**src/design/urs_consts.svh**
```systemverilog
// Register offsets, field positions and reset values of the receive status block
`ifndef URS_CONSTS_SVH
`define URS_CONSTS_SVH

// ----------------------------------------------------------------
// Register map
// ----------------------------------------------------------------
`define URS_ADDR_W 12
`define URS_ALIAS_MASK 12'h008
`define URS_OFF_DATA 12'hf40
`define URS_OFF_LSTAT 12'hf41
`define URS_OFF_FSTAT 12'hf44
`define URS_OFF_IRQ_STAT 12'hf45
`define URS_OFF_IRQ_MASK 12'hf46

// ----------------------------------------------------------------
// Line status fields
// ----------------------------------------------------------------
`define URS_LS_AVAIL 7
`define URS_LS_PARITY 6
`define URS_LS_OVERRUN 5
`define URS_LS_FRAMING 4
`define URS_LS_BREAK 3
`define URS_LS_TXEMPTY 2
`define URS_LS_TXIDLE 1
`define URS_LS_CTS 0

// ----------------------------------------------------------------
// Frame status fields
// ----------------------------------------------------------------
`define URS_FS_FIRST 1
`define URS_FS_MPBIT 0
`define URS_FS_RST 8'h00

// ----------------------------------------------------------------
// Interrupt status and mask fields
// ----------------------------------------------------------------
`define URS_IRQ_W 5
`define URS_IRQ_AVAIL 0
`define URS_IRQ_BREAK 1
`define URS_IRQ_OVERRUN 2
`define URS_IRQ_FRAMING 3
`define URS_IRQ_TXEMPTY 4
`define URS_IRQ_RST 5'h00

`endif

```
**src/design/urs_pkg.sv**
```systemverilog
// Shared types of the receive status block
`include "urs_consts.svh"

package urs_pkg;
    typedef logic [7:0] urs_byte_t;
    typedef logic [`URS_ADDR_W-1:0] urs_addr_t;
    typedef logic [`URS_IRQ_W-1:0] urs_irq_t;
endpackage

```
**src/design/urs_sync2.sv**
```systemverilog
// Two flip-flop synchroniser for pin inputs
module urs_sync2 #(
    parameter logic RST_VAL = 1'b1
) (
    // Clock and reset
    input wire logic ref_clk,
    input wire logic srst,
    // Asynchronous level in, synchronised level out
    input wire logic async_in,
    output logic sync_out
);
    logic meta;

    always_ff @(posedge ref_clk) begin
        if (srst) begin
            meta <= RST_VAL;
            sync_out <= RST_VAL;
        end else begin
            meta <= async_in;
            sync_out <= meta;
        end
    end
endmodule

```
**src/design/urs_tx_track.sv**
```systemverilog
// Transmit holding and idle tracking, plus the byte hand-off to the transmitter
module urs_tx_track (
    // Clock and reset
    input wire logic ref_clk,
    input wire logic srst,
    // Write of the transmit byte register
    input wire logic data_wr,
    input wire urs_pkg::urs_byte_t wdata,
    // Transmitter progress
    input wire logic tx_first_bit_sent,
    input wire logic tx_shift_busy,
    // Hand-off to the transmitter
    output logic tx_load,
    output urs_pkg::urs_byte_t tx_byte,
    // Status
    output logic tx_holding_empty,
    output logic tx_idle
);
    // ----------------------------------------------------------------
    // Byte hand-off
    // ----------------------------------------------------------------
    always_ff @(posedge ref_clk) begin
        if (srst) begin
            tx_load <= 1'b0;
            tx_byte <= '0;
        end else begin
            tx_load <= data_wr;
            if (data_wr) begin
                tx_byte <= wdata;
            end
        end
    end

    // ----------------------------------------------------------------
    // Holding register empty: set wins so a release is never lost
    // ----------------------------------------------------------------
    always_ff @(posedge ref_clk) begin
        if (srst) begin
            tx_holding_empty <= 1'b1;
        end else if (tx_first_bit_sent) begin
            tx_holding_empty <= 1'b1;
        end else if (data_wr) begin
            tx_holding_empty <= 1'b0;
        end
    end

    // Idle only when nothing is shifting and nothing waits to be shifted
    always_ff @(posedge ref_clk) begin
        if (srst) begin
            tx_idle <= 1'b1;
        end else begin
            tx_idle <= !tx_shift_busy && tx_holding_empty && !data_wr;
        end
    end
endmodule

```
**src/design/urs_regs.sv**
```systemverilog
// Receive data, line status, frame status and interrupt registers of the serial port
//
// What this block does
// - Received byte shares address with transmit byte
// - Received byte register holds whole eight-bit character
// - Byte-available set on load, cleared on read except a read revealing overrun
// - Parity fault set on error, cleared on read
// - Overrun set by the read of the good byte after an unread arrival; read clears conditionally
// - Framing fault set on missing stop bit
// - Break flag set when whole character zero
// - Transmit-holding-empty set when free, write clears
// - Transmitter idle shows empty shift register
// - Clear-to-send bit reads live pin level
// - First-byte-of-frame flag set, cleared by read
// - Multidrop bit of last character, read clears
// - Overrun keeps byte, withholds overrun and break flags; overrun interrupt set on arrival
// - Holding empty after first bit shifted out
// - First byte after address match flagged
// - Interrupt on available, break, overrun, framing, transmit holding empty
`include "urs_consts.svh"

module urs_regs (
    // Clock and reset
    input wire logic ref_clk,
    input wire logic srst,
    // Register port
    input wire urs_pkg::urs_addr_t reg_addr,
    input wire urs_pkg::urs_byte_t reg_wdata,
    input wire logic reg_wr,
    input wire logic reg_rd,
    output urs_pkg::urs_byte_t reg_rdata,
    // Receiver character events
    input wire logic rx_char_done,
    input wire urs_pkg::urs_byte_t rx_char,
    input wire logic rx_ninth_bit,
    input wire logic rx_parity_err,
    input wire logic rx_stop_ok,
    input wire logic rx_mp_bit,
    input wire logic rx_first_of_frame,
    // Transmitter
    input wire logic tx_first_bit_sent,
    input wire logic tx_shift_busy,
    output logic tx_load,
    output urs_pkg::urs_byte_t tx_byte,
    // Pins
    input wire logic cts_n_pin,
    // Interrupt
    output logic irq
);
    // ----------------------------------------------------------------
    // Address decode
    // ----------------------------------------------------------------
    // Bit 3 of the address is ignored so every register also answers 8 bytes up
    function automatic logic urs_hit(input urs_pkg::urs_addr_t a, input urs_pkg::urs_addr_t off);
        return (a & ~`URS_ALIAS_MASK) == off;
    endfunction

    logic data_rd;
    logic data_wr;
    logic mask_wr;
    logic stat_wr;
    logic lstat_rd;
    logic fstat_rd;

    assign data_rd = reg_rd && urs_hit(reg_addr, `URS_OFF_DATA);
    assign data_wr = reg_wr && urs_hit(reg_addr, `URS_OFF_DATA);
    assign mask_wr = reg_wr && urs_hit(reg_addr, `URS_OFF_IRQ_MASK);
    assign stat_wr = reg_wr && urs_hit(reg_addr, `URS_OFF_IRQ_STAT);
    assign lstat_rd = reg_rd && urs_hit(reg_addr, `URS_OFF_LSTAT);
    assign fstat_rd = reg_rd && urs_hit(reg_addr, `URS_OFF_FSTAT);
    // Writes to the frame status address are ignored; reserved bits are
    // expected to be written as zero

    // ----------------------------------------------------------------
    // Pin synchroniser and transmit tracking
    // ----------------------------------------------------------------
    logic cts_n_sync;
    logic tx_holding_empty;
    logic tx_idle;

    urs_sync2 #(
        .RST_VAL(1'b1)
    ) u_cts_sync (
        .ref_clk(ref_clk),
        .srst(srst),
        .async_in(cts_n_pin),
        .sync_out(cts_n_sync)
    );

    urs_tx_track u_tx (
        .ref_clk(ref_clk),
        .srst(srst),
        .data_wr(data_wr),
        .wdata(reg_wdata),
        .tx_first_bit_sent(tx_first_bit_sent),
        .tx_shift_busy(tx_shift_busy),
        .tx_load(tx_load),
        .tx_byte(tx_byte),
        .tx_holding_empty(tx_holding_empty),
        .tx_idle(tx_idle)
    );

    // ----------------------------------------------------------------
    // Character classification
    // ----------------------------------------------------------------
    logic rx_byte_available;
    logic char_break;
    logic load_now;
    logic ovr_now;

    assign char_break = (rx_char == '0) && !rx_ninth_bit && !rx_stop_ok;
    // A read in the same cycle frees the buffer, so the new character wins
    assign load_now = rx_char_done && (!rx_byte_available || data_rd);
    assign ovr_now = rx_char_done && rx_byte_available && !data_rd;

    // ----------------------------------------------------------------
    // Received byte buffer
    // ----------------------------------------------------------------
    urs_pkg::urs_byte_t received_byte_buffer;

    // Contents after reset carry no meaning; cleared only for tidiness
    always_ff @(posedge ref_clk) begin
        if (srst) begin
            received_byte_buffer <= '0;
        end else if (load_now) begin
            received_byte_buffer <= rx_char;
        end
    end

    // ----------------------------------------------------------------
    // Overrun pending: kept hidden until the good byte has been read
    // ----------------------------------------------------------------
    logic ovr_pend;
    logic brk_pend;

    always_ff @(posedge ref_clk) begin
        if (srst) begin
            ovr_pend <= 1'b0;
            brk_pend <= 1'b0;
        end else if (ovr_now) begin
            ovr_pend <= 1'b1;
            brk_pend <= brk_pend || char_break;
        end else if (data_rd) begin
            ovr_pend <= 1'b0;
            brk_pend <= 1'b0;
        end
    end

    // ----------------------------------------------------------------
    // Line status flags
    // ----------------------------------------------------------------
    logic parity_fault;
    logic overrun_fault;
    logic framing_fault;
    logic break_seen;
    logic show_ovr;

    // Read of the good byte that reveals a hidden overrun
    assign show_ovr = data_rd && ovr_pend;

    // After a revealed overrun the flag stays up, so software knows the byte is suspect
    always_ff @(posedge ref_clk) begin
        if (srst) begin
            rx_byte_available <= 1'b0;
        end else if (load_now || show_ovr) begin
            rx_byte_available <= 1'b1;
        end else if (data_rd) begin
            rx_byte_available <= 1'b0;
        end
    end

    always_ff @(posedge ref_clk) begin
        if (srst) begin
            parity_fault <= 1'b0;
        end else if (load_now) begin
            parity_fault <= rx_parity_err;
        end else if (data_rd) begin
            parity_fault <= 1'b0;
        end
    end

    always_ff @(posedge ref_clk) begin
        if (srst) begin
            framing_fault <= 1'b0;
        end else if (load_now) begin
            framing_fault <= !rx_stop_ok;
        end else if (data_rd) begin
            framing_fault <= 1'b0;
        end
    end

    // Every read that does not reveal a hidden overrun clears it, even when a new character loads in the same cycle
    always_ff @(posedge ref_clk) begin
        if (srst) begin
            overrun_fault <= 1'b0;
        end else if (load_now) begin
            overrun_fault <= show_ovr;
        end else if (show_ovr) begin
            overrun_fault <= 1'b1;
        end else if (data_rd) begin
            overrun_fault <= 1'b0;
        end
    end

    always_ff @(posedge ref_clk) begin
        if (srst) begin
            break_seen <= 1'b0;
        end else if (load_now) begin
            break_seen <= char_break || (show_ovr && brk_pend);
        end else if (show_ovr) begin
            break_seen <= brk_pend;
        end else if (data_rd) begin
            break_seen <= 1'b0;
        end
    end

    // ----------------------------------------------------------------
    // Frame status flags
    // ----------------------------------------------------------------
    logic first_byte_of_frame;
    logic last_multidrop_bit;

    // Address compare outside flags the first data byte after a match
    always_ff @(posedge ref_clk) begin
        if (srst) begin
            first_byte_of_frame <= 1'(`URS_FS_RST >> `URS_FS_FIRST);
        end else if (load_now) begin
            first_byte_of_frame <= rx_first_of_frame;
        end else if (data_rd) begin
            first_byte_of_frame <= 1'b0;
        end
    end

    always_ff @(posedge ref_clk) begin
        if (srst) begin
            last_multidrop_bit <= 1'b0;
        end else if (load_now) begin
            last_multidrop_bit <= rx_mp_bit;
        end else if (data_rd) begin
            last_multidrop_bit <= 1'b0;
        end
    end

    // ----------------------------------------------------------------
    // Interrupt status, mask and output
    // ----------------------------------------------------------------
    urs_pkg::urs_irq_t irq_status;
    urs_pkg::urs_irq_t irq_mask;
    urs_pkg::urs_irq_t irq_event;

    always_comb begin
        irq_event = '0;
        irq_event[`URS_IRQ_AVAIL] = load_now || show_ovr;
        irq_event[`URS_IRQ_BREAK] = (load_now && char_break) || (show_ovr && brk_pend);
        irq_event[`URS_IRQ_OVERRUN] = ovr_now;
        irq_event[`URS_IRQ_FRAMING] = load_now && !rx_stop_ok;
        irq_event[`URS_IRQ_TXEMPTY] = tx_first_bit_sent;
    end

    // Write-one-to-clear; an event in the clearing cycle keeps its bit set
    always_ff @(posedge ref_clk) begin
        if (srst) begin
            irq_status <= `URS_IRQ_RST;
        end else if (stat_wr) begin
            irq_status <= (irq_status & ~reg_wdata[`URS_IRQ_W-1:0]) | irq_event;
        end else begin
            irq_status <= irq_status | irq_event;
        end
    end

    always_ff @(posedge ref_clk) begin
        if (srst) begin
            irq_mask <= `URS_IRQ_RST;
        end else if (mask_wr) begin
            irq_mask <= reg_wdata[`URS_IRQ_W-1:0];
        end
    end

    always_ff @(posedge ref_clk) begin
        if (srst) begin
            irq <= 1'b0;
        end else begin
            irq <= |(irq_status & irq_mask);
        end
    end

    // ----------------------------------------------------------------
    // Read data
    // ----------------------------------------------------------------
    urs_pkg::urs_byte_t line_status_flags;
    urs_pkg::urs_byte_t frame_status_flags;
    urs_pkg::urs_byte_t next_rdata;

    // The clear-to-send bit is the live pin, not a latched copy
    always_comb begin
        line_status_flags = '0;
        line_status_flags[`URS_LS_AVAIL] = rx_byte_available;
        line_status_flags[`URS_LS_PARITY] = parity_fault;
        line_status_flags[`URS_LS_OVERRUN] = overrun_fault;
        line_status_flags[`URS_LS_FRAMING] = framing_fault;
        line_status_flags[`URS_LS_BREAK] = break_seen;
        line_status_flags[`URS_LS_TXEMPTY] = tx_holding_empty;
        line_status_flags[`URS_LS_TXIDLE] = tx_idle;
        line_status_flags[`URS_LS_CTS] = cts_n_sync;
        frame_status_flags = `URS_FS_RST;
        frame_status_flags[`URS_FS_FIRST] = first_byte_of_frame;
        frame_status_flags[`URS_FS_MPBIT] = last_multidrop_bit;
    end

    // Status reads only select data, they touch no flag
    always_comb begin
        next_rdata = '0;
        if (urs_hit(reg_addr, `URS_OFF_DATA)) begin
            next_rdata = received_byte_buffer;
        end else if (urs_hit(reg_addr, `URS_OFF_LSTAT)) begin
            next_rdata = line_status_flags;
        end else if (urs_hit(reg_addr, `URS_OFF_FSTAT)) begin
            next_rdata = frame_status_flags;
        end else if (urs_hit(reg_addr, `URS_OFF_IRQ_STAT)) begin
            next_rdata = {3'h0, irq_status};
        end else if (urs_hit(reg_addr, `URS_OFF_IRQ_MASK)) begin
            next_rdata = {3'h0, irq_mask};
        end
    end

    // Data stand for exactly the cycle after the read strobe
    always_ff @(posedge ref_clk) begin
        if (srst) begin
            reg_rdata <= '0;
        end else if (reg_rd) begin
            reg_rdata <= next_rdata;
        end else begin
            reg_rdata <= '0;
        end
    end
endmodule

```
**config.mk**
```make
export PLATFORM = sky130hd
export DESIGN_NAME = urs_regs
export DESIGN_NICKNAME = d
export VERILOG_FILES = /design/src/design/urs_pkg.sv /design/src/design/urs_sync2.sv /design/src/design/urs_tx_track.sv /design/src/design/urs_regs.sv
export VERILOG_INCLUDE_DIRS = /design/src /design/src/design
export SDC_FILE = /design/constraint.sdc
export NUM_CORES = 1
export LEC_CHECK = 0
export ABC_AREA = 1
export BUFFER_PORTS_ARGS = -buffer_cell sky130_fd_sc_hd__buf_2
export CAP_MARGIN = 15
export CORE_MARGIN = 5
export CORE_UTILIZATION = 45
export DETAILED_ROUTE_END_ITERATION = 7
export GPL_TIMING_DRIVEN = 0
export PLACE_DENSITY_LB_ADDON = 0.25
export SYNTH_ARGS = -nofsm -noshare
export SYNTH_HDL_FRONTEND = slang
export SYNTH_HIERARCHICAL = 1
export SYNTH_SLANG_ARGS = --single-unit
```
**constraint.sdc**
```tcl
create_clock -name ref_clk -period 3.8 [get_ports ref_clk]
set_clock_uncertainty 0.15 [all_clocks]
set_input_delay 0 -clock ref_clk [delete_from_list [all_inputs] [get_ports ref_clk]]
set_output_delay 0 -clock ref_clk [all_outputs]
set_load 0.03 [all_outputs]
```
======== Word level (Yosys, flattened, before mapping) ========
Index checks and enable logic that the tools add are counted.
storage, ports and cells
  flip-flop bits (word level) ............. 49
  bits of input ports ..................... 41
  output and inout bits ................... 18
  word-level logic and storage cells ...... 83
operators by class
  eq/ne operators ......................... 5
  multiplexer cells ....................... 18
  bitwise operators ....................... 6
  reduce and logical (&&, ||, !) cells .... 34
operators with widths
  operator                count
  $eq A11 B11 Y1 const B  5
  $mux W5                 4
  $mux W8                 2
  $logic_and A1 B1 Y1     15
  $mux W1                 12
  $and A5 B5 Y5           2
  $or A5 B5 Y5            2
  $logic_not A8 Y1        1
  $logic_not A1 Y1        6
  $reduce_bool A2 Y1      3
  $logic_or A1 B1 Y1      5
  $not A5 Y5              1
  $reduce_or A5 Y1        1
  $reduce_or A2 Y1        2
  $reduce_bool A3 Y1      1
  $not A1 Y1              1

======== Logic depth before layout (Yosys ltp) ========
  word-level depth ........................ 8
  mapped depth ............................ 11
  depth with buffers taken out ............ 11

======== Cells and area by module ========
The synthesis kept the hierarchy.
by module, submodules not included
  module        times used  cells each  area an instance (µm²)  seq. area each (µm²)
  urs_regs      1           253         1747.9                  720.7
  urs_tx_track  1           61          431.7                   220.2
  urs_sync2     1           7           58.8                    40.0

======== Worst setup path after synthesis ========
OpenSTA, ideal clock, no wires.
  path type ............................... input port to flip-flop
  start ................................... in reg_addr[1]
  end ..................................... reg u_tx.tx_byte[0]
  setup time .............................. 115 ps
  arrival time ............................ 1064 ps
  setup slack ............................. 2472 ps
  stages .................................. 11
  path buffers ............................ 3
  cells stage by stage .................... inv_2 nand2_1 nor2_1 nand3_2 buf_2 nor2_1 buf_6 buf_6 nand2_1 nand2_1 nor2_2
between the ends
  longest elaborated chain between the ends .. 2
ends and longest elaborated chain
  what                  RTL line            text
  from (decl)           urs_regs.sv:27      input wire urs_pkg::urs_addr_t reg_addr,
  $eq A11 B11 Y1        urs_regs.sv:55      return (a & ~`URS_ALIAS_MASK) == off;
  $logic_and A1 B1 Y1   urs_regs.sv:66      assign data_wr = reg_wr && urs_hit(reg_addr, `URS_OFF_DATA);
  via data_wr           urs_regs.sv:59      logic data_wr;
  to (signal assigned)  urs_tx_track.sv:29  tx_byte <= wdata;
  to (decl)             urs_tx_track.sv:14  output urs_pkg::urs_byte_t tx_byte,
The timed path passes the listed nets, and every way through them passes these cells.
A chain may end at the register's enable or synchronous reset.

======== Worst setup path after layout ========
  start ................................... in reg_addr[0]
  end ..................................... reg brk_pend
between the ends
  longest elaborated chain between the ends .. 5
  elaborated cells between the ends (all ways) .. 6
  those cells by class .................... 1 x eq/ne; 1 x mux; 4 x reduce/logical
ends and longest elaborated chain
  what                                                  RTL line         text
  $eq A11 B11 Y1 *                                      urs_regs.sv:55
  $logic_and A1 B1 Y1 *                                 urs_regs.sv:65   assign data_rd = reg_rd && urs_hit(reg_addr, `URS_OFF_DATA);
  $logic_not A1 Y1                                      urs_regs.sv:114  assign ovr_now = rx_char_done && rx_byte_available && !data_rd;
  $logic_and A1 B1 Y1                                   urs_regs.sv:114
  $mux W1 / $reduce_bool A2 Y1 (equally long branches)  -
  to (signal assigned)                                  urs_regs.sv:142  brk_pend <= brk_pend || char_break;
  to (decl)                                             urs_regs.sv:134  logic brk_pend;
Mark *: on every way between the ends. The rest lies on a longest branch, timed or not.

==> results.py <==
metrics = {
    "layout": {
        "nNetsFinal": 463,
        "antenna_cells": 0,
        "area_growth_pct": 38.6,
        "seqCellArea_um2": 981,
        "n_fill_cell": 471,
        "finish.utilization": 0.648,
        "drive_gt1_frac": 0.222,
        "multiInputGateArea_um2": 1040,
    },
    "synthesis": {
        "synthSimpleGateAreaFrac": 0.347,
        "yosys-top-cells-area": "dfxtp_1 44%, nand2_1 12%, nor2_1 9.2%, inv_1 6.5%, nand3_1 4.5%",
        "ys.warnings.count": 6,
        "synth_compound_area_frac": 0.116,
        "synthXorXnorAreaFrac": 0,
        "ys.flop_type": "dfxtp_1",
        "synth_edf_count": 0,
        "muxShareOfSynthArea": 0,
        "synthAdderAreaFrac": 0,
        "synth_top_area_frac": 0.438,
        "synth.avg_cell_area_um2": 6.97,
        "syn_nets": 362,
        "yosysTopAreaCell": "dfxtp_1",
        "synth_top_family_by_area": "simple AND/OR/NAND/NOR gates",
        "ys_seq_elements": 49,
        "synth-async-reset-ratio": 0,
        "yosys.cell_count.top_type": "nand2_1",
        "yosysUniqueCellTypes": 26,
        "synth-seq-area-share": 0.438,
        "syn_inst": 321,
        "ys_top_cells_by_count": "70 x nand2_1, 55 x nor2_1, 49 x dfxtp_1",
        "syn_area_um2": 2240,
    },
    "sta": {
        "setup_viol": 0,
        "rsz0062_at_grt": "false",
        "min_period_over_period": 0.641,
        "tightest_slew_ps": 498,
        "slew_headroom": 0.668,
        "maxSlewViolCount": 0,
        "tns_ps": 0,
        "fmax_mhz": 410,
        "hold_violations": 0,
        "fin_crit_ps": 2440,
        "worst_slack_ps": 1360,
    },
    "clock_tree": {
        "insertion_delay_ps": 300,
        "h-tree-depth": 2,
        "cts-root-buf": "clkbuf_8",
        "clock_path_buffers": 2,
        "cts_sinks": 49,
        "cts_tree": "yes",
        "cts_made_buffers": 5,
        "cts.clk_slew.worst_paths_ps": 90,
    },
    "floorplan": {
        "fp.dieH_um": 80.5,
        "start_util": 0.468,
        "pin_count": 59,
        "placementRows": 25,
        "core_um2": 4790,
        "fp.dieW_um": 80.5,
        "dieArea_um2": 6490,
    },
    "drt": {
        "vias_per_cell": 4.71,
        "drc": 0,
        "dr.max_layer_used": "met4",
        "wl_met1_mm": 2.66,
        "final_antenna_net_count": 0,
        "wl_mm": 5.71,
        "post_drt_wl_per_cell_um": 11.7,
        "drt_iter0_drc": 116,
        "wl_met2_mm": 2.70,
        "wl_met3_um": 266,
        "vias": 2308,
        "first_pass_iters": 4,
    },
    "placement": {
        "hpwl_mm": 4.11,
        "place.gp.congestion": 0.838,
        "dp_slack_ps": 2100,
        "portBuffers": 56,
    },
    "critical_path": {
        "cp-end-kind": "flop",
        "cp_slowest_cell": "dlygate4sd3_1",
        "cpPeakStageDelay_ps": 550,
        "crit_chain": "dlygate4sd3_1, buf_2, inv_1, nand2_1, nor2_4, nand3_4, nand2_4, inv_1, nand4_1, dlygate4sd3_1, nand2_1, dlygate4sd3_1",
        "cpMostUsedCell": "dlygate4sd3_1",
        "critical_path_class": "in2reg",
        "critPathLaunchType": "primary input",
        "worstPathRequired_ps": 3850,
        "worstPathMaxFanout": 9,
        "critical_path_arrival_ps": 2490,
    },
    "flow_run": {
        "max_cap_viol_count": 0,
    },
    "power_and_ir_drop": {
        "worst_ir_drop_vdd_mv": 0.245,
        "p_int_w": 0.000803,
        "p_sw_frac": 0.233,
        "seqPwrFrac": 0.515,
        "p_sw_w": 0.000244,
        "power.share.clock": 0.369,
        "p_leak_nw": 1.43,
        "power_density_nw_per_um2": 337,
        "combPwrFrac": 0.116,
    },
    "global_routing": {
        "grt_pass1_wl_mm": 9.58,
        "track_usage": 0.190,
        "grt_max_degree": 16,
        "antenna_found_initial": 0,
        "grt_pass1_vias": 2202,
        "grt_remaining_overflow": 0,
    },
    "min_path": {
        "hp-class": "in2reg",
    },
    "outcome": {
        "status": "complete, no violations",
    },
}
-- what timing repair did --
| item | in CTS | in global routing |
|---|---|---|
| resized for setup | 0 | 0 |
| hold buffers | 38 | 0 |
| setup buffers | 0 | 0 |
| hold endpoints to repair | 38 | 0 |
-- sequential cells by signal (all words and copies together), names as in the netlist --
name,count
irq_mask,5
u_cts_sync/meta,1
first_byte_of_frame,1
last_multidrop_bit,1
u_tx/tx_byte,8
break_seen,1
overrun_fault,1
u_cts_sync/sync_out,1
brk_pend,1
irq_status,5
parity_fault,1
u_tx/tx_load,1
framing_fault,1
rx_byte_available,1
u_tx/tx_idle,1
u_tx/tx_holding_empty,1
reg_rdata,8
received_byte_buffer,8
irq,1
ovr_pend,1
-- through the flow --
step	area [um2]	instances	power [W]	hold WS, ps
floorplan	2240	321	0.000603	-77.6
global placement	2600	444	0.000641	27.7
finish	3100	490	0.00105	52.1
detailed placement	2600	444	0.000643	48.7
CTS	3100	490	0.00105	42.3
global route	3100	490	0.00110	98.5
-- cells in the final DEF (no fill, tap or decap) --
| master | instances |
|---|---|
| nand3_4 | 1 |
| o31ai_1 | 1 |
| a21oi_1 | 19 |
| nor3_2 | 1 |
| clkbuf_1 | 3 |
| buf_2 | 58 |
| o211ai_1 | 1 |
| clkinvlp_4 | 1 |
| clkbuf_8 | 6 |
| nand3_2 | 3 |
| nand2_4 | 2 |
| nor2_1 | 55 |
| nand3b_1 | 2 |
| clkinv_4 | 1 |
| nor3_1 | 1 |
| nand2_1 | 70 |
| buf_6 | 2 |
| o21ai_1 | 12 |
| inv_1 | 39 |
| nand3_1 | 20 |
| a221oi_1 | 1 |
| nor2_2 | 6 |
| bufinv_16 | 1 |
| nand4_1 | 2 |
| nand2_2 | 2 |
| inv_2 | 6 |
| o21ai_0 | 16 |
| dlygate4sd3_1 | 38 |
| dfxtp_1 | 49 |
| nor2_4 | 4 |
-- critical path, delay by kind of cell --
| family | cells | cell delay, ps |
|---|---|---|
| and+or+nand+nor | 6 | 620 |
| buffers and inverters | 6 | 1860 |
-- final timing paths --
path	cells after the start	from	slack, ps	end
hold / removal	5	reg_addr[1]	50	irq_mask[2]
hold reg to reg	2	u_cts_sync/meta	270	u_cts_sync/sync_out
setup reg to reg	6	rx_byte_available	1720	brk_pend
setup / recovery	12	reg_addr[0]	1360	brk_pend
-- power groups by stage --
stage                     registers, W  clock network (W)  logic [W]
final                         0.000539           0.000387   0.000122
after floorplan               0.000548                  0  0.0000557
after detailed placement      0.000551                  0  0.0000923
after global placement        0.000550                  0  0.0000907
after global routing          0.000541           0.000416   0.000138
after CTS                     0.000539           0.000394   0.000121
-- logic make-up after synthesis --
kind of cell,count (synthesis)
AOI/OAI and AO/OA,50
buffers and inverters,53
DFF,49
and+or+nand+nor,169
-- area by class of cell --
type	count	area share
clock inverters	2	0.0121
flip-flops and latches	49	0.316
clock buffers	6	0.0266
multi-input cells	219	0.334
inverters	46	0.0573
well taps	67	0.0270
repair buffers	94	0.213
plain buffers	7	0.0141
-- routing by layer --
layer | vias to the layer above | track usage
met3 | 8 | 0.0325
met5 | - | 0
li1 | 1208 | -
met2 | 55 | 0.329
met4 | 0 | 0.0591
met1 | 1037 | 0.238
Note: power is estimated with default switching activity, not from simulation.
